[src/pkg/mbdm_map.vh]
// Purpose: constants for the request decoder and data mapper
// Assumes: included by bare name
// Notes:   function codes, limits, exception codes, buffer layout
`ifndef MBDM_MAP_VH
`define MBDM_MAP_VH

`define MBDM_FC_RD_COILS    8'h01
`define MBDM_FC_RD_DISC     8'h02
`define MBDM_FC_RD_HOLD     8'h03
`define MBDM_FC_RD_INREG    8'h04
`define MBDM_FC_WR_COIL     8'h05
`define MBDM_FC_WR_REG      8'h06
`define MBDM_FC_DIAG        8'h08
`define MBDM_FC_WR_COILS    8'h0F
`define MBDM_FC_WR_REGS     8'h10
`define MBDM_FC_MASK_WR     8'h16
`define MBDM_FC_RW_REGS     8'h17

`define MBDM_SUB_ECHO       16'h0000
`define MBDM_SUB_CLR        16'h000A
`define MBDM_SUB_CNT12      16'h000C
`define MBDM_SUB_CNT13      16'h000D
`define MBDM_SUB_CNT14      16'h000E

`define MBDM_MAX_BITS       16'h07D0
`define MBDM_MAX_RREGS      16'h007D
`define MBDM_MAX_WITEMS     16'h0320
`define MBDM_MAX_RW_WREGS   16'h0064

`define MBDM_REG_LAST       16'h04FF
`define MBDM_COIL_LAST      16'h4FFF
`define MBDM_REG_IN_LAST    16'h00FF
`define MBDM_REG_OUT_FIRST  16'h0400
`define MBDM_COIL_IN_LAST   16'h0FFF
`define MBDM_COIL_OUT_FIRST 16'h4000

`define MBDM_OUT_BASE       10'h200

`define MBDM_EXC_NONE       8'h00
`define MBDM_EXC_FUNC       8'h01
`define MBDM_EXC_ADDR       8'h02
`define MBDM_EXC_VALUE      8'h03

`endif

[src/verilog/mbdm_range_chk.v]
// Purpose: checks that a zero-based span of items lies inside the mapped areas
// Assumes: first and count already validated for quantity, count >= 1
// Notes:   reserved gap between input and output areas is refused
`timescale 1ns/100ps
`default_nettype none
`include "mbdm_map.vh"

module mbdm_range_chk (
    input  wire        is_coil_i,
    input  wire        write_i,
    input  wire [15:0] first_i,
    input  wire [15:0] count_i,
    output wire        ok_o
);
    wire [16:0] last;
    wire [15:0] top;
    wire [15:0] in_last;
    wire [15:0] out_first;
    wire        in_area;
    wire        out_area;

    assign last      = {1'b0, first_i} + {1'b0, count_i} - 17'h00001;
    assign top       = is_coil_i ? `MBDM_COIL_LAST : `MBDM_REG_LAST;
    assign in_last   = is_coil_i ? `MBDM_COIL_IN_LAST : `MBDM_REG_IN_LAST;
    assign out_first = is_coil_i ? `MBDM_COIL_OUT_FIRST : `MBDM_REG_OUT_FIRST;
    // a span may not straddle the reserved gap
    assign in_area   = (last <= {1'b0, in_last}) && !write_i;
    assign out_area  = (first_i >= out_first) && (last <= {1'b0, top});
    assign ok_o      = in_area || out_area;
endmodule // mbdm_range_chk

`default_nettype wire

[src/verilog/mbdm_mapper.v]
// Purpose: decodes a parsed request, validates it and moves data to and from the buffers
// Assumes: framing and CRC done outside; request fields arrive parsed on req_*
// Notes:   one request at a time; answer words stream out on rsp_*
`timescale 1ns/100ps
`default_nettype none
`include "mbdm_map.vh"

module mbdm_mapper #(
    parameter AW = 10
) (
    input  wire        clock_i,
    input  wire        rst_i,
    input  wire        ce_i,
    input  wire        req_valid_i,
    input  wire [7:0]  req_func_i,
    input  wire [15:0] req_addr_i,
    input  wire [15:0] req_qty_i,
    input  wire [15:0] req_waddr_i,
    input  wire [15:0] req_wqty_i,
    input  wire [15:0] req_sub_i,
    output wire        req_ready_o,
    input  wire        wdat_valid_i,
    input  wire [15:0] wdat_i,
    output wire        wdat_ready_o,
    output wire        mem_we_o,
    output reg  [AW-1:0] mem_addr_o,
    output reg  [7:0]  mem_wdata_o,
    input  wire [7:0]  mem_rdata_i,
    output wire        rsp_valid_o,
    output reg  [15:0] rsp_data_o,
    output reg         rsp_last_o,
    output reg  [7:0]  rsp_exc_o,
    input  wire        rsp_ready_i
);
    localparam S_IDLE  = 6'b000001;
    localparam S_CHECK = 6'b000010;
    localparam S_WRITE = 6'b000100;
    localparam S_READ  = 6'b001000;
    localparam S_RSP   = 6'b010000;
    localparam S_WAIT  = 6'b100000;

    reg [5:0]  state;
    reg [7:0]  func;
    reg [15:0] addr;
    reg [15:0] qty;
    reg [15:0] waddr;
    reg [15:0] wqty;
    reg [15:0] sub;
    reg [15:0] idx;
    reg [15:0] word;
    reg [1:0]  phase;
    reg        wr_do;
    reg        rd_mem;

    // decode of the held request
    reg        fc_ok;
    reg        is_coil;
    reg        is_read;
    reg        is_write;
    reg        qty_ok;
    always @* begin
        fc_ok    = 1'b1;
        is_coil  = 1'b0;
        is_read  = 1'b0;
        is_write = 1'b0;
        qty_ok   = 1'b0;
        case (func)
            `MBDM_FC_RD_COILS, `MBDM_FC_RD_DISC: begin
                is_coil = 1'b1;
                is_read = 1'b1;
                qty_ok  = qty != 16'h0000 && qty <= `MBDM_MAX_BITS;
            end
            `MBDM_FC_RD_HOLD, `MBDM_FC_RD_INREG: begin
                is_read = 1'b1;
                qty_ok  = qty != 16'h0000 && qty <= `MBDM_MAX_RREGS;
            end
            `MBDM_FC_WR_COIL: begin
                is_coil  = 1'b1;
                is_write = 1'b1;
                qty_ok   = 1'b1;
            end
            `MBDM_FC_WR_REG, `MBDM_FC_MASK_WR: begin
                is_write = 1'b1;
                qty_ok   = 1'b1;
            end
            `MBDM_FC_WR_COILS: begin
                is_coil  = 1'b1;
                is_write = 1'b1;
                qty_ok   = qty != 16'h0000 && qty <= `MBDM_MAX_WITEMS;
            end
            `MBDM_FC_WR_REGS: begin
                is_write = 1'b1;
                qty_ok   = qty != 16'h0000 && qty <= `MBDM_MAX_WITEMS;
            end
            `MBDM_FC_RW_REGS: begin
                is_read  = 1'b1;
                is_write = 1'b1;
                qty_ok   = qty != 16'h0000 && qty <= `MBDM_MAX_RREGS
                        && wqty != 16'h0000 && wqty <= `MBDM_MAX_RW_WREGS;
            end
            `MBDM_FC_DIAG: begin
                qty_ok = sub == `MBDM_SUB_ECHO || sub == `MBDM_SUB_CLR
                      || sub == `MBDM_SUB_CNT12 || sub == `MBDM_SUB_CNT13
                      || sub == `MBDM_SUB_CNT14;
            end
            default: fc_ok = 1'b0;
        endcase
    end

    // single-item functions span one item at the write address
    wire        single = func == `MBDM_FC_WR_COIL || func == `MBDM_FC_WR_REG
                      || func == `MBDM_FC_MASK_WR;
    wire [15:0] w_first = (func == `MBDM_FC_RW_REGS) ? waddr : addr;
    wire [15:0] w_count = single ? 16'h0001 : ((func == `MBDM_FC_RW_REGS) ? wqty : qty);
    wire        rd_ok;
    wire        wr_ok;

    mbdm_range_chk u_rd_chk (
        .is_coil_i (is_coil),
        .write_i   (1'b0),
        .first_i   (addr),
        .count_i   (qty),
        .ok_o      (rd_ok)
    );

    mbdm_range_chk u_wr_chk (
        .is_coil_i (is_coil),
        .write_i   (1'b1),
        .first_i   (w_first),
        .count_i   (w_count),
        .ok_o      (wr_ok)
    );

    wire addr_ok = (!is_read || rd_ok) && (!is_write || wr_ok);

    // register number to byte location: inputs 0..255, outputs 1024..1279
    function [AW-1:0] reg_byte;
        input [15:0] r;
        input        lo;
        begin
            reg_byte = r[10] ? (`MBDM_OUT_BASE | {r[7:0], lo}) : {1'b0, r[7:0], lo};
        end
    endfunction

    // a register write walks its two bytes, high byte first, one write word each
    wire [15:0] w_bytes  = is_coil ? w_count : {w_count[14:0], 1'b0};
    wire [15:0] w_item   = w_first + (is_coil ? idx : {1'b0, idx[15:1]});
    // current item addressed by the walk
    wire [15:0] cur_item = (state == S_WRITE) ? w_item : (addr + idx);
    wire [15:0] cur_reg  = is_coil ? {4'h0, cur_item[15:4]} : cur_item;
    // coil n lies in bit 15-(n mod 16): bit 15..8 in the first byte
    wire [3:0]  cbit     = 4'hF - cur_item[3:0];
    wire        chi      = cbit[3];
    wire [2:0]  cpos     = cbit[2:0];
    wire        cvalue   = (func == `MBDM_FC_WR_COIL) ? (wdat_i == 16'hFF00) : wdat_i[idx[3:0]];

    assign req_ready_o  = state == S_IDLE;
    assign rsp_valid_o  = state == S_RSP;
    assign mem_we_o     = wr_do;
    assign wdat_ready_o = state == S_WRITE && phase == 2'b11;

    always @(posedge clock_i) begin
        if (rst_i) begin
            state       <= S_IDLE;
            func        <= 8'h00;
            addr        <= 16'h0000;
            qty         <= 16'h0000;
            waddr       <= 16'h0000;
            wqty        <= 16'h0000;
            sub         <= 16'h0000;
            idx         <= 16'h0000;
            word        <= 16'h0000;
            phase       <= 2'b00;
            wr_do       <= 1'b0;
            rd_mem      <= 1'b0;
            mem_addr_o  <= {AW{1'b0}};
            mem_wdata_o <= 8'h00;
            rsp_data_o  <= 16'h0000;
            rsp_last_o  <= 1'b0;
            rsp_exc_o   <= `MBDM_EXC_NONE;
        end else if (ce_i) begin
            wr_do <= 1'b0;
            case (state)
                S_IDLE: begin
                    if (req_valid_i) begin
                        func  <= req_func_i;
                        addr  <= req_addr_i;
                        qty   <= req_qty_i;
                        waddr <= req_waddr_i;
                        wqty  <= req_wqty_i;
                        sub   <= req_sub_i;
                        idx   <= 16'h0000;
                        phase <= 2'b00;
                        state <= S_CHECK;
                    end
                end
                S_CHECK: begin
                    rsp_last_o <= 1'b1;
                    rsp_data_o <= 16'h0000;
                    if (!fc_ok) begin
                        rsp_exc_o <= `MBDM_EXC_FUNC;
                        state     <= S_RSP;
                    end else if (!qty_ok) begin
                        rsp_exc_o <= `MBDM_EXC_VALUE;
                        state     <= S_RSP;
                    end else if (!addr_ok) begin
                        rsp_exc_o <= `MBDM_EXC_ADDR;
                        state     <= S_RSP;
                    end else begin
                        rsp_exc_o <= `MBDM_EXC_NONE;
                        rsp_data_o <= (func == `MBDM_FC_DIAG) ? sub : 16'h0000;
                        state     <= is_write ? S_WRITE : (is_read ? S_READ : S_RSP);
                    end
                end
                // per byte: phase 0 address, 1 settle, 2 latch old byte, 3 take data and write
                S_WRITE: begin
                    phase <= phase + 2'b01;
                    if (phase == 2'b00) begin
                        mem_addr_o <= reg_byte(cur_reg, is_coil ? !chi : idx[0]);
                    end else if (phase == 2'b10) begin
                        word[7:0] <= mem_rdata_i;
                    end else if (phase == 2'b11) begin
                        if (!wdat_valid_i) begin
                            phase <= 2'b11;
                        end else begin
                            wr_do <= 1'b1;
                            if (is_coil) begin
                                mem_wdata_o <= word[7:0];
                                mem_wdata_o[cpos] <= cvalue;
                            end else if (func == `MBDM_FC_MASK_WR) begin
                                // AND mask in the upper half of the word, OR mask in the lower
                                mem_wdata_o <= (word[7:0] & wdat_i[15:8])
                                             | (wdat_i[7:0] & ~wdat_i[15:8]);
                            end else begin
                                mem_wdata_o <= wdat_i[7:0];
                            end
                            idx <= idx + 16'h0001;
                            if (idx + 16'h0001 == w_bytes) begin
                                state <= is_read ? S_READ : S_RSP;
                                idx   <= 16'h0000;
                            end
                        end
                    end
                end
                // per item: set address, capture data, hand out
                S_READ: begin
                    if (!rd_mem) begin
                        mem_addr_o <= reg_byte(cur_reg, is_coil ? !chi : phase[0]);
                        rd_mem     <= 1'b1;
                    end else begin
                        rd_mem <= 1'b0;
                        if (is_coil) begin
                            rsp_data_o <= {15'h0000, mem_rdata_i[cpos]};
                            rsp_last_o <= idx + 16'h0001 == qty;
                            state      <= S_RSP;
                        end else if (phase[0] == 1'b0) begin
                            rsp_data_o[15:8] <= mem_rdata_i;
                            phase <= 2'b01;
                        end else begin
                            rsp_data_o[7:0] <= mem_rdata_i;
                            rsp_last_o      <= idx + 16'h0001 == qty;
                            phase <= 2'b00;
                            state <= S_RSP;
                        end
                    end
                end
                S_RSP: begin
                    if (rsp_ready_i) begin
                        if (rsp_last_o) begin
                            state <= S_WAIT;
                        end else begin
                            idx   <= idx + 16'h0001;
                            state <= S_READ;
                        end
                    end
                end
                S_WAIT: begin
                    state    <= S_IDLE;
                end
                default: state <= S_IDLE;
            endcase
        end
    end
endmodule // mbdm_mapper

`default_nettype wire

[config.mk]
export PLATFORM = sky130hd
export DESIGN_NAME = mbdm_mapper
export DESIGN_NICKNAME = d
export VERILOG_FILES = /design/src/verilog/mbdm_range_chk.v /design/src/verilog/mbdm_mapper.v
export VERILOG_INCLUDE_DIRS = /design/src /design/src/pkg
export SDC_FILE = /design/constraint.sdc
export NUM_CORES = 1
export LEC_CHECK = 0
export ABC_AREA = 0
export BUFFER_PORTS_ARGS = -buffer_cell sky130_fd_sc_hd__buf_2
export CORE_ASPECT_RATIO = 1.5
export CORE_MARGIN = 3
export CORE_UTILIZATION = 45
export DETAILED_ROUTE_END_ITERATION = 10
export GPL_TIMING_DRIVEN = 1
export PLACE_DENSITY = 0.63
export SLEW_MARGIN = 0
export SYNTH_ARGS = -nofsm -noshare
export SYNTH_HDL_FRONTEND = slang
export SYNTH_HIERARCHICAL = 1
export SYNTH_SLANG_ARGS = --single-unit
[constraint.sdc]
create_clock -name clock_i -period 10.2 [get_ports clock_i]
set_input_delay 0.51 -clock clock_i [delete_from_list [all_inputs] [get_ports clock_i]]
set_output_delay 0.51 -clock clock_i [all_outputs]
set_load 0.02 [all_outputs]
==> metrics.md, run 1 <==
| Metric | Value |
|---|---|
| Run status | complete, no violations |
| Class of the most critical setup path | reg2reg |
| Area of the multi-input gates | 0.00848 mm2 |
| Effective utilization at floorplan | 0.459 |
| PortBufs | 158 |
| Largest fanout on the critical path | 21 |
| Share of the clock period used by the worst path after layout | 0.721 |
| Sequential cell area in the final layout | 0.00318 mm2 |
| Capturing element type of the critical path | flip-flop |
| RSZ-0062 raised after global routing | false |
| Post-layout net count | 2068 |
| Most frequent cells in the layout | nand2_1, inv_1, dfxtp_1, a21oi_1, buf_2 |
| Flop and latch count out of synthesis | 159 |
| Global-route wire length before repair | 63700 um |
| DRC viols | 0 |
| HPWL after detailed placement | 31300 um |
| Vias in the first global route | 12000 |
| Total power density per cell area | 131 mW/mm2 |
| Worst min-delay path class | in2reg |
| Maximum capacitance violations | 0 |
| Fin crit period | 7360 ps |
| Top-level port count | 165 |
| Worst Setup Slack, final | 2840 ps |
| Antenna Cells | 0 |
| Quantity of gates resized following cts | 0 |
| Final RePlAce weighted congestion | 0.972 |
| Clock edge transition at the registers on the reported setup and hold paths | 70 ps |
| Skew final | 10.6 ps |
| Maximum vdd drop | 0.119 mV |
| Cell type contributing the most total cell area after synthesis | dfxtp_1 |
| Post-CTS Hold Buffers | 0 |
| Floorplan die height | 211 um |
| Ranking of synthesized cells by area | dfxtp_1, nand2_1, ha_1 |
| CP Data Arrival Time | 7740 ps |
| Synth Flop Type | dfxtp_1 |
| Worst setup SP type | flip-flop |
| Number of synthesized flops with an enable pin | 0 |
| Warning count from the yosys run | 6 |
| Share of synthesized flip-flops with an asynchronous set or reset | 0 |
| Area share of the leading cell type in the synthesized netlist | 0.253 |
| Later-pin clock latency in the skew report | 460 ps |
| Clock sink count | 159 |
| Initial antenna violation count | 0 |
| Die ar. | 0.0300 mm2 |
| Endpoints failing setup | 0 |
| Count of distinct cell types in the synthesized netlist | 85 |
| Cell area reported after detailed placement | 0.0136 mm2 |
| Detailed-route via count | 12400 |
| Part of the Yosys area used for sequential elements | 0.253 |
| Sum of negative setup slack | 0 ps |
| Required time worst endpoint | 10580 ps |
| Htree depth | 4 |
| Clock buffer count from CTS | 17 |
| Post-placement setup slack | 2910 ps |
| Total Power Consumption | 1.86 mW |
| Antenna Nets Post-Route | 0 |
| Wire length per cell after detailed routing | 18.4 um |
| Fill count | 2753 |
| CTS Buffer Depth | 2 |
| Leftover overflow at the end of global routing | 0 |
| Total detailed-routing wirelength | 40400 um |
| Number of DRC violations after detailed-routing iteration 0 | 696 |
| Row Count | 74 |
| Root buffer selected by CTS | clkbuf_16 |
| Pins over their slew limit | 0 |
| Worst-Margin Slew | 1190 ps |
| Post-CTS setup-driven buffer insertion count | 0 |
| Die W | 143 um |
| Leak pwr | 6.18 nW |
| Worst slew margin relative to its limit | 0.198 |
| Proportion of layout cells with a drive suffix above 1 | 0.133 |
| Final hold slack | 284 ps |
| Largest net degree at the start of global routing | 90 |
| Area of the core | 0.0274 mm2 |
| CTS tree | done |
| Design area | 0.0142 mm2 |
| Via density per instance | 5.67 |
| Aggregate global-route resource usage | 0.267 |
| Drt pass-1 iters | 5 |
| Synth Cell Area | 0.0126 mm2 |
| Most frequent standard cell in the layout excluding fill and tap cells | nand2_1 |
| Area added between synthesis and finish | 12.6% |
| Peak clock frequency supported by timing | 136 MHz |
| Average cell area after synthesis | 7.26 um2 |
| Number of instances in the synthesized netlist | 1733 |
| Final hold vios | 0 |
layout make-up:
cell class / instances / area share
sequential: 159 / 0.225
clock buffer: 19 / 0.0320
inverter: 162 / 0.0429
timing repair buffer: 170 / 0.0624
multi-input combinational: 1328 / 0.599
tap: 342 / 0.0302
clock inverter: 13 / 0.00892
routing by layer:
layer  global-route usage  wire length, um  share of wire  vias up
met5                    0                0              0        -
met3               0.0469             1720          0.043       87
met2                0.474            20700           0.51      319
li1                     -                -              -     6200
met1                0.312            16300           0.40     5828
met4                0.114             1720          0.043        0
per-stage QoR:
step,cells,utilization
CTS,2193,0.517
floorplan,1741,-
detailed placement,2161,0.496
global placement,2161,0.496
global route,2193,0.517
finish,2193,0.517
power breakdown:
group	total [mW]	internal, mW	switching [mW]
combinational	0.543	0.231	0.312
clock	0.643	0.353	0.290
sequential	0.673	0.640	0.0336
kinds of logic (layout without fill, tap and decap cells):
logic type | after synthesis | count (layout) | share of synthesized area
xor gates and xnor gates | 92 | 92 | 0.0641
and+or+nand+nor | 681 | 681 | 0.245
adders and majority gates | 112 | 112 | 0.114
AOI/OAI and AO/OA | 395 | 395 | 0.207
muxes | 38 | 38 | 0.0382
other | 2 | 10 | 0.000597
buffers and inverters | 254 | 364 | 0.0783
DFF | 159 | 159 | 0.253
critical path, cell delays in order, from the launching register on:
cell and delay [ps]:
dfxtp_1 790, nand3b_1 350, or3_1 700, mux2i_1 370
inv_1 130, inv_1 90, ha_1 190, inv_1 50
ha_1 270, a21o_1 200, a221o_1 340, o21ai_0 180
nand2b_1 70, a21oi_1 170, xnor2_1 90, ha_1 270
nand4_1 70, or4_1 580, nor3_1 230, nand4_1 120
a2111o_1 420, a31oi_1 400, o32ai_1 190, nor4_1 620
a221oi_1 190, nor3_1 190
sequential cells by signal, summed over array words and instances (netlist names):
register,cells
addr,16
func,8
idx,16
mem_addr_o,10
mem_wdata_o,8
mem_we_o,1
phase,2
qty,16
rd_mem,1
rsp_data_o,16
rsp_exc_o,2
rsp_last_o,1
state,6
sub,16
waddr,16
word,8
wqty,16
worst paths after layout:
| check | cells past startpoint | start | end | slack [ps] |
|---|---|---|---|---|
| max | 25 | func[2]$_SDFFE_PP0P_ | rsp_data_o[0]$_SDFFE_PP0P_ | 2840 |
| min | 3 | req_addr_i[12] | addr[12]$_SDFFE_PP0P_ | 280 |
| max reg2reg | 25 | func[2]$_SDFFE_PP0P_ | rsp_data_o[0]$_SDFFE_PP0P_ | 2840 |
| min reg2reg | 2 | sub[6]$_SDFFE_PP0P_ | sub[6]$_SDFFE_PP0P_ | 460 |
synthesized netlist by cell type, drive strengths merged, types with 5 or more instances:
cell / count
a211o: 6
a211oi: 23
a21boi: 5
a21o: 17
a21oi: 158
a221oi: 11
a22o: 6
a31oi: 13
a41oi: 5
and2: 6
and3: 12
and4: 5
buf: 16
clkbuf: 76
dfxtp: 159
ha: 108
inv: 162
mux2: 10
mux2i: 21
mux4: 7
nand2: 371
nand2b: 14
nand3: 61
nand3b: 8
nand4: 16
nor2: 88
nor2b: 17
nor3: 32
nor4: 18
o211ai: 8
o21a: 8
o21ai: 65
o21bai: 7
o31ai: 8
or2: 5
or3: 6
or4: 12
xnor2: 52
xor2: 40
(Power assumes the default switching activity.)
==> run 2, diff against run 1 <==
--- a/config.mk
+++ b/config.mk
@@ -6,14 +6,14 @@
 export SDC_FILE = /design/constraint.sdc
 export NUM_CORES = 1
 export LEC_CHECK = 0
-export ABC_AREA = 0
+export ABC_AREA = 1
 export BUFFER_PORTS_ARGS = -buffer_cell sky130_fd_sc_hd__buf_2
 export CORE_ASPECT_RATIO = 1.5
 export CORE_MARGIN = 3
 export CORE_UTILIZATION = 45
 export DETAILED_ROUTE_END_ITERATION = 10
 export GPL_TIMING_DRIVEN = 1
-export PLACE_DENSITY = 0.63
+export PLACE_DENSITY = 0.62
 export SLEW_MARGIN = 0
 export SYNTH_ARGS = -nofsm -noshare
 export SYNTH_HDL_FRONTEND = slang
==> constraint.sdc (replaced) <==
create_clock -name clock_i -period 7.5 [get_ports clock_i]
set_input_delay 0.375 -clock clock_i [delete_from_list [all_inputs] [get_ports clock_i]]
set_output_delay 0.375 -clock clock_i [all_outputs]
set_load 0.02 [all_outputs]
==> metrics.md, run 2 <==
| Metric | Value |
|---|---|
| Logic pwr share | 0.467 |
| Main combinational cell family by area after synthesis | simple AND/OR/NAND/NOR gates |
| Largest fanout on the critical path | 21 |
| Die W | 148 um |
| Share of the synthesized area in compound gates (AO/OA/AOI/OAI) | 0.161 |
| Die ar. | 0.0326 mm2 |
| Worst setup SP type | flip-flop |
| Switching power | 1.56 mW |
| Post-placement setup slack | 1890 ps |
| Synth Cell Area | 0.0137 mm2 |
| Internal Pwr Total | 1.99 mW |
| Clock sink count | 159 |
| Required time worst endpoint | 7870 ps |
| Fill count | 3139 |
| Part of the Yosys area used for sequential elements | 0.232 |
| Clock share of power | 0.261 |
| Fraction of the mapped netlist area in adder cells | 0.104 |
| Peak clock frequency supported by timing | 177 MHz |
| Total Power Consumption | 3.55 mW |
| Synth Area in XOR/XNOR | 0.0281 |
| Post-layout net count | 2576 |
| Number of synthesized flops with an enable pin | 0 |
| Library cell contributing the largest single delay on the critical path | nand2_2 |
| Leak pwr | 7.37 nW |
| Endpoints failing setup | 0 |
| Later-pin clock latency in the skew report | 440 ps |
| Final hold vios | 0 |
| Sum of negative setup slack | 0 ps |
| Worst slew margin relative to its limit | 0.363 |
| Total power density per cell area | 232 mW/mm2 |
| Most frequent cells in the layout | nand2_1, inv_1, nor2_1, o21ai_0, a21oi_1 |
| Cell type contributing the most total cell area after synthesis | dfxtp_1 |
| Pins over their slew limit | 0 |
| Antenna Nets Post-Route | 0 |
| Worst reg2reg path depth | 36 |
| Run status | complete, no violations |
| Number of instances in the synthesized netlist | 2233 |
| Maximum capacitance violations | 0 |
| Aggregate global-route resource usage | 0.291 |
| Synth Flop Type | dfxtp_1 |
| Effective utilization at floorplan | 0.460 |
| Fin crit period | 5650 ps |
| Most common cell in the synthesized netlist | nand2_1 |
| Capturing element type of the critical path | flip-flop |
| Clock edge transition at the registers on the reported setup and hold paths | 70 ps |
| Clock buffer count from CTS | 17 |
| Vias in the first global route | 14100 |
| Crit path to | state[4]$_SDFFE_PP0P_ |
| Area share of the leading cell type in the synthesized netlist | 0.232 |
| Initial antenna violation count | 0 |
| R2R Path End | state[4]$_SDFFE_PP0P_ |
| Warning count from the yosys run | 6 |
| Number of DRC violations after detailed-routing iteration 0 | 1051 |
| Critical Path Max Stage Delay | 740 ps |
| Worst Hold Path Cells | 3 |
| Post-CTS Hold Buffers | 0 |
| Average cell area after synthesis | 6.14 um2 |
| Wire length per cell after detailed routing | 17.3 um |
| Floorplan die height | 220 um |
| Simple-gate share of the synthesized area | 0.348 |
| Share of synthesized flip-flops with an asynchronous set or reset | 0 |
| Skew final | 8.20 ps |
| Switching power share of the total | 0.438 |
| Reg2reg setup slack | 1850 ps |
| Row Count | 77 |
| Quantity of gates resized following cts | 0 |
| Final Util | 0.514 |
| Share of the clock period used by the worst path after layout | 0.754 |
| Proportion of layout cells with a drive suffix above 1 | 0.129 |
| Drt pass-1 iters | 5 |
| Sequential cell fraction of total power | 0.272 |
| Total detailed-routing wirelength | 47600 um |
| CTS Buffer Depth | 2 |
| PortBufs | 158 |
| Area added between synthesis and finish | 11.7% |
| Global-route wire length before repair | 74100 um |
| Via density per instance | 5.30 |
| CTS tree | done |
| Ranking of synthesized cells by area | dfxtp_1, nand2_1, ha_1 |
| Largest net degree at the start of global routing | 117 |
| Most frequent standard cell in the layout excluding fill and tap cells | nand2_1 |
| RSZ-0062 raised after global routing | false |
| Post-CTS setup-driven buffer insertion count | 0 |
| Class of the most critical setup path | reg2reg |
| Root buffer selected by CTS | clkbuf_16 |
| Dominant cell type by count on the critical path | nand2_1 |
| Area of the core | 0.0298 mm2 |
| Flop and latch count out of synthesis | 159 |
| Count of distinct cell types in the synthesized netlist | 51 |
| HPWL after detailed placement | 38200 um |
| Final RePlAce weighted congestion | 1.09 |
| Critical register-to-register path startpoint | func[4]$_SDFFE_PP0P_ |
| Worst-Margin Slew | 956 ps |
| Maximum vdd drop | 0.181 mV |
| Detailed-route via count | 14600 |
| Worst min-delay path class | in2reg |
| Top-level port count | 165 |
| Share of cell area taken by muxes after synthesis | 0.00247 |
| Htree depth | 4 |
| Worst Setup Slack, final | 1850 ps |
| Antenna Cells | 0 |
| Crit path from | func[4]$_SDFFE_PP0P_ |
| Top cell types by occurrence after synthesis | nand2_1, inv_1, nor2_1 |
| CP Data Arrival Time | 6030 ps |
| Leftover overflow at the end of global routing | 0 |
| DRC viols | 0 |
run 2: cell count changes after synthesis, moves of 27 or more:
cell and change:
nand2_2 +33, clkbuf_1 -27, xnor2_1 -36, inv_1 +168, nand2_1 +144, o21ai_0 +136
nor2_1 +173, nand3_1 +88
run 2: cell type report:
class / count / area, um2 / area share
inverters: 344 / 1290 / 0.0844
repair buffers: 165 / 843 / 0.0551
well taps: 395 / 494 / 0.0323
clock buffers: 17 / 425 / 0.0278
multi-input cells: 1659 / 8860 / 0.579
flip-flops and latches: 159 / 3180 / 0.208
clock inverters: 15 / 203 / 0.0132
run 2: worst max-delay path: cells and delay by family (launching register included):
family / cells / cell delay (ps)
xor gates and xnor gates: 1 / 130
DFF: 1 / 350
buffers and inverters: 7 / 460
and+or+nand+nor: 21 / 3090
adders and majority gates: 4 / 1050
AOI/OAI and AO/OA: 3 / 450
run 2: how the worst min path moves through the flow:
stage | startpoint | endpoint | slack (ps)
6_report | req_sub_i[9] | sub[9]$_SDFFE_PP0P_ | 170
2_1_floorplan | waddr[14]$_SDFFE_PP0P_ | waddr[14]$_SDFFE_PP0P_ | 420
3_3_place_gp | state[1]$_SDFFE_PP0P_ | state[1]$_SDFFE_PP0P_ | 450
5_1_grt | req_addr_i[14] | addr[14]$_SDFFE_PP0P_ | 180
4_1_cts | req_sub_i[9] | sub[9]$_SDFFE_PP0P_ | 150
3_5_place_dp | state[1]$_SDFFE_PP0P_ | state[1]$_SDFFE_PP0P_ | 460
run 2: routing by layer:
metal  up-vias  global-route usage  wire, um
met4         0               0.199      3670
met5         -                   0         0
met2       454               0.525     23800
met3       135              0.0393      2200
met1      6590               0.312     17900
li1       7421                   -         -
run 2: kinds of logic (layout without fill, tap and decap cells):
| logic type | count (synthesis) | count (layout) |
|---|---|---|
| simple gates | 1078 | 1078 |
| buf+inv | 421 | 541 |
| compound gates | 414 | 414 |
| flops | 159 | 159 |
| fa+ha+maj | 112 | 112 |
| xor+xnor | 44 | 44 |
| mux | 3 | 3 |
| other cells | 2 | 8 |
run 2: stage by stage:
stage	instances	hold slack, ps	cell area (um2)
2_1_floorplan	2239	425	13700
3_3_place_gp	2722	452	14700
3_5_place_dp	2722	455	14700
4_1_cts	2754	151	15300
5_1_grt	2754	177	15300
6_report	2754	175	15300
run 2: power by group through the flow:
stage	sequential (mW)	clock [mW]	combinational, mW
after floorplan	0.956	0	1.28
after global placement	0.984	0	1.63
after detailed placement	0.985	0	1.65
after CTS	0.965	0.941	1.66
after global routing	0.971	0.972	1.91
final	0.966	0.926	1.66
==> run 3, diff against run 2 <==
==> constraint.sdc (replaced) <==
create_clock -name clock_i -period 5.4 [get_ports clock_i]
set_input_delay 0.27 -clock clock_i [delete_from_list [all_inputs] [get_ports clock_i]]
set_output_delay 0.27 -clock clock_i [all_outputs]
set_load 0.02 [all_outputs]
==> metrics.md, run 3 (same netlist as run 2, synthesis figures left out) <==
| Metric | Value |
|---|---|
| Library cell contributing the largest single delay on the critical path | fa_1 |
| Post-layout net count | 2598 |
| Row Count | 77 |
| Die W | 148 um |
| Clock sink count | 159 |
| Worst Setup Slack, final | 425 ps |
| Class of the most critical setup path | reg2reg |
| Most frequent cells in the layout | nand2_1, inv_1, nor2_1, o21ai_0, a21oi_1 |
| Worst slew margin relative to its limit | 0.342 |
| CP Data Arrival Time | 5360 ps |
| Top-level port count | 165 |
| PortBufs | 158 |
| Capturing element type of the critical path | flip-flop |
| Most frequent standard cell in the layout excluding fill and tap cells | nand2_1 |
| Area of the core | 0.0298 mm2 |
| CTS Buffer Depth | 2 |
| Worst setup SP type | flip-flop |
| Htree depth | 4 |
| Vias in the first global route | 14400 |
| Floorplan die height | 220 um |
| Area added between synthesis and finish | 13.3% |
| Antenna Nets Post-Route | 0 |
| Clock edge transition at the registers on the reported setup and hold paths | 70 ps |
| Hold wc startpoint | req_sub_i[1] |
| Aggregate global-route resource usage | 0.298 |
| R2R Path End | state[4]$_SDFFE_PP0P_ |
| Final RePlAce weighted congestion | 1.00 |
| Required time worst endpoint | 5780 ps |
| Proportion of layout cells with a drive suffix above 1 | 0.139 |
| Final hold slack | 66.6 ps |
| Reg2reg setup slack | 420 ps |
| Wire length per cell after detailed routing | 17.6 um |
| Detailed-route via count | 14700 |
| Worst-Margin Slew | 985 ps |
| Leftover overflow at the end of global routing | 0 |
| Effective utilization at floorplan | 0.460 |
| Skew final | 12.8 ps |
| Worst Hold Path Cells | 3 |
| Share of the clock period used by the worst path after layout | 0.921 |
| Fill count | 3113 |
| CTS tree | done |
| Final hold vios | 0 |
| HPWL after detailed placement | 39500 um |
| Critical register-to-register path startpoint | func[6]$_SDFFE_PP0P_ |
| Cell area reported after detailed placement | 0.0148 mm2 |
| Number of DRC violations after detailed-routing iteration 0 | 1017 |
| Global-route wire length before repair | 76300 um |
| Total detailed-routing wirelength | 48700 um |
| Clock buffer count from CTS | 17 |
| Sum of negative setup slack | 0 ps |
| Later-pin clock latency in the skew report | 460 ps |
| Root buffer selected by CTS | clkbuf_16 |
| Post-CTS Hold Buffers | 0 |
| DRC viols | 0 |
| Total power density per cell area | 324 mW/mm2 |
| Initial antenna violation count | 0 |
| Hold Path End | sub[1]$_SDFFE_PP0P_ |
| Peak clock frequency supported by timing | 201 MHz |
| Maximum capacitance violations | 0 |
| Post-placement setup slack | 194 ps |
| Largest fanout on the critical path | 16 |
| Leak pwr | 7.48 nW |
| Largest net degree at the start of global routing | 116 |
| Total Power Consumption | 5.03 mW |
| Fin crit period | 4980 ps |
| Die ar. | 0.0326 mm2 |
| Dominant cell type by count on the critical path | nand2_1 |
| Endpoints failing setup | 0 |
| Via density per instance | 5.31 |
| Run status | complete, no violations |
| Critical Path Max Stage Delay | 380 ps |
| Worst min-delay path class | in2reg |
| Pins over their slew limit | 0 |
| Antenna Cells | 0 |
| Worst reg2reg path depth | 37 |
| RSZ-0062 raised after global routing | false |
| Maximum vdd drop | 0.215 mV |
| Drt pass-1 iters | 6 |
| Design area | 0.0155 mm2 |
-- run 3: layout make-up --
type | count | area, um2 | share of cell area
timing repair buffer | 187 | 1030 | 0.0663
sequential | 159 | 3180 | 0.205
multi-input combinational | 1659 | 8890 | 0.573
clock inverter | 15 | 210 | 0.0135
inverter | 344 | 1290 | 0.0832
clock buffer | 17 | 425 | 0.0274
tap | 395 | 494 | 0.0318
-- run 3: critical path: cells and delay by family, from the launching register on --
kind / cells / cell delay (ps)
AOI/OAI and AO/OA: 3 / 450
xor gates and xnor gates: 1 / 140
adders and majority gates: 4 / 1200
buffers and inverters: 8 / 770
DFF: 1 / 310
and+or+nand+nor: 21 / 2050
-- run 3: layer usage --
metal,up-vias,wire (um),track usage
li1,7444,-,-
met1,6730,18500,0.328
met2,455,25100,0.548
met3,115,2250,0.0393
met4,0,2890,0.160
met5,-,0,0
-- run 3: power by group --
part | total (mW) | internal (mW) | switching, mW | leakage [nW]
Combinational | 2.36 | 0.830 | 1.53 | 5.88
Clock | 1.33 | 0.718 | 0.610 | 0.309
Sequential | 1.34 | 1.25 | 0.0910 | 1.29
Total | 5.03 | 2.80 | 2.23 | 7.48
-- run 3: repair_timing --
item | in CTS | in global routing
gates resized for setup | 0 | 9
endpoints found under the setup margin | 0 | 8
buffers inserted | 0 | 5
-- run 3: worst max path at each step --
stage | startpoint | endpoint | slack (ps) | depth (start not counted)
final | func[6]$_SDFFE_PP0P_ | state[4]$_SDFFE_PP0P_ | 420 | 37
after global routing | func[7]$_SDFFE_PP0P_ | state[4]$_SDFFE_PP0P_ | 4 | 39
after CTS | func[0]$_SDFFE_PP0P_ | state[4]$_SDFFE_PP0P_ | 150 | 34
after detailed placement | func[0]$_SDFFE_PP0P_ | state[4]$_SDFFE_PP0P_ | 190 | 34
after global placement | func[1]$_SDFFE_PP0P_ | state[4]$_SDFFE_PP0P_ | 310 | 34
after floorplan | func[5]$_SDFFE_PP0P_ | state[4]$_SDFFE_PP0P_ | 840 | 40
-- run 3: per-stage QoR --
| stage | util | cells |
|---|---|---|
| 2_1_floorplan | - | 2239 |
| 3_3_place_gp | 0.497 | 2739 |
| 4_1_cts | 0.519 | 2771 |
| 6_report | 0.521 | 2776 |
| 5_1_grt | 0.521 | 2776 |
| 3_5_place_dp | 0.497 | 2739 |
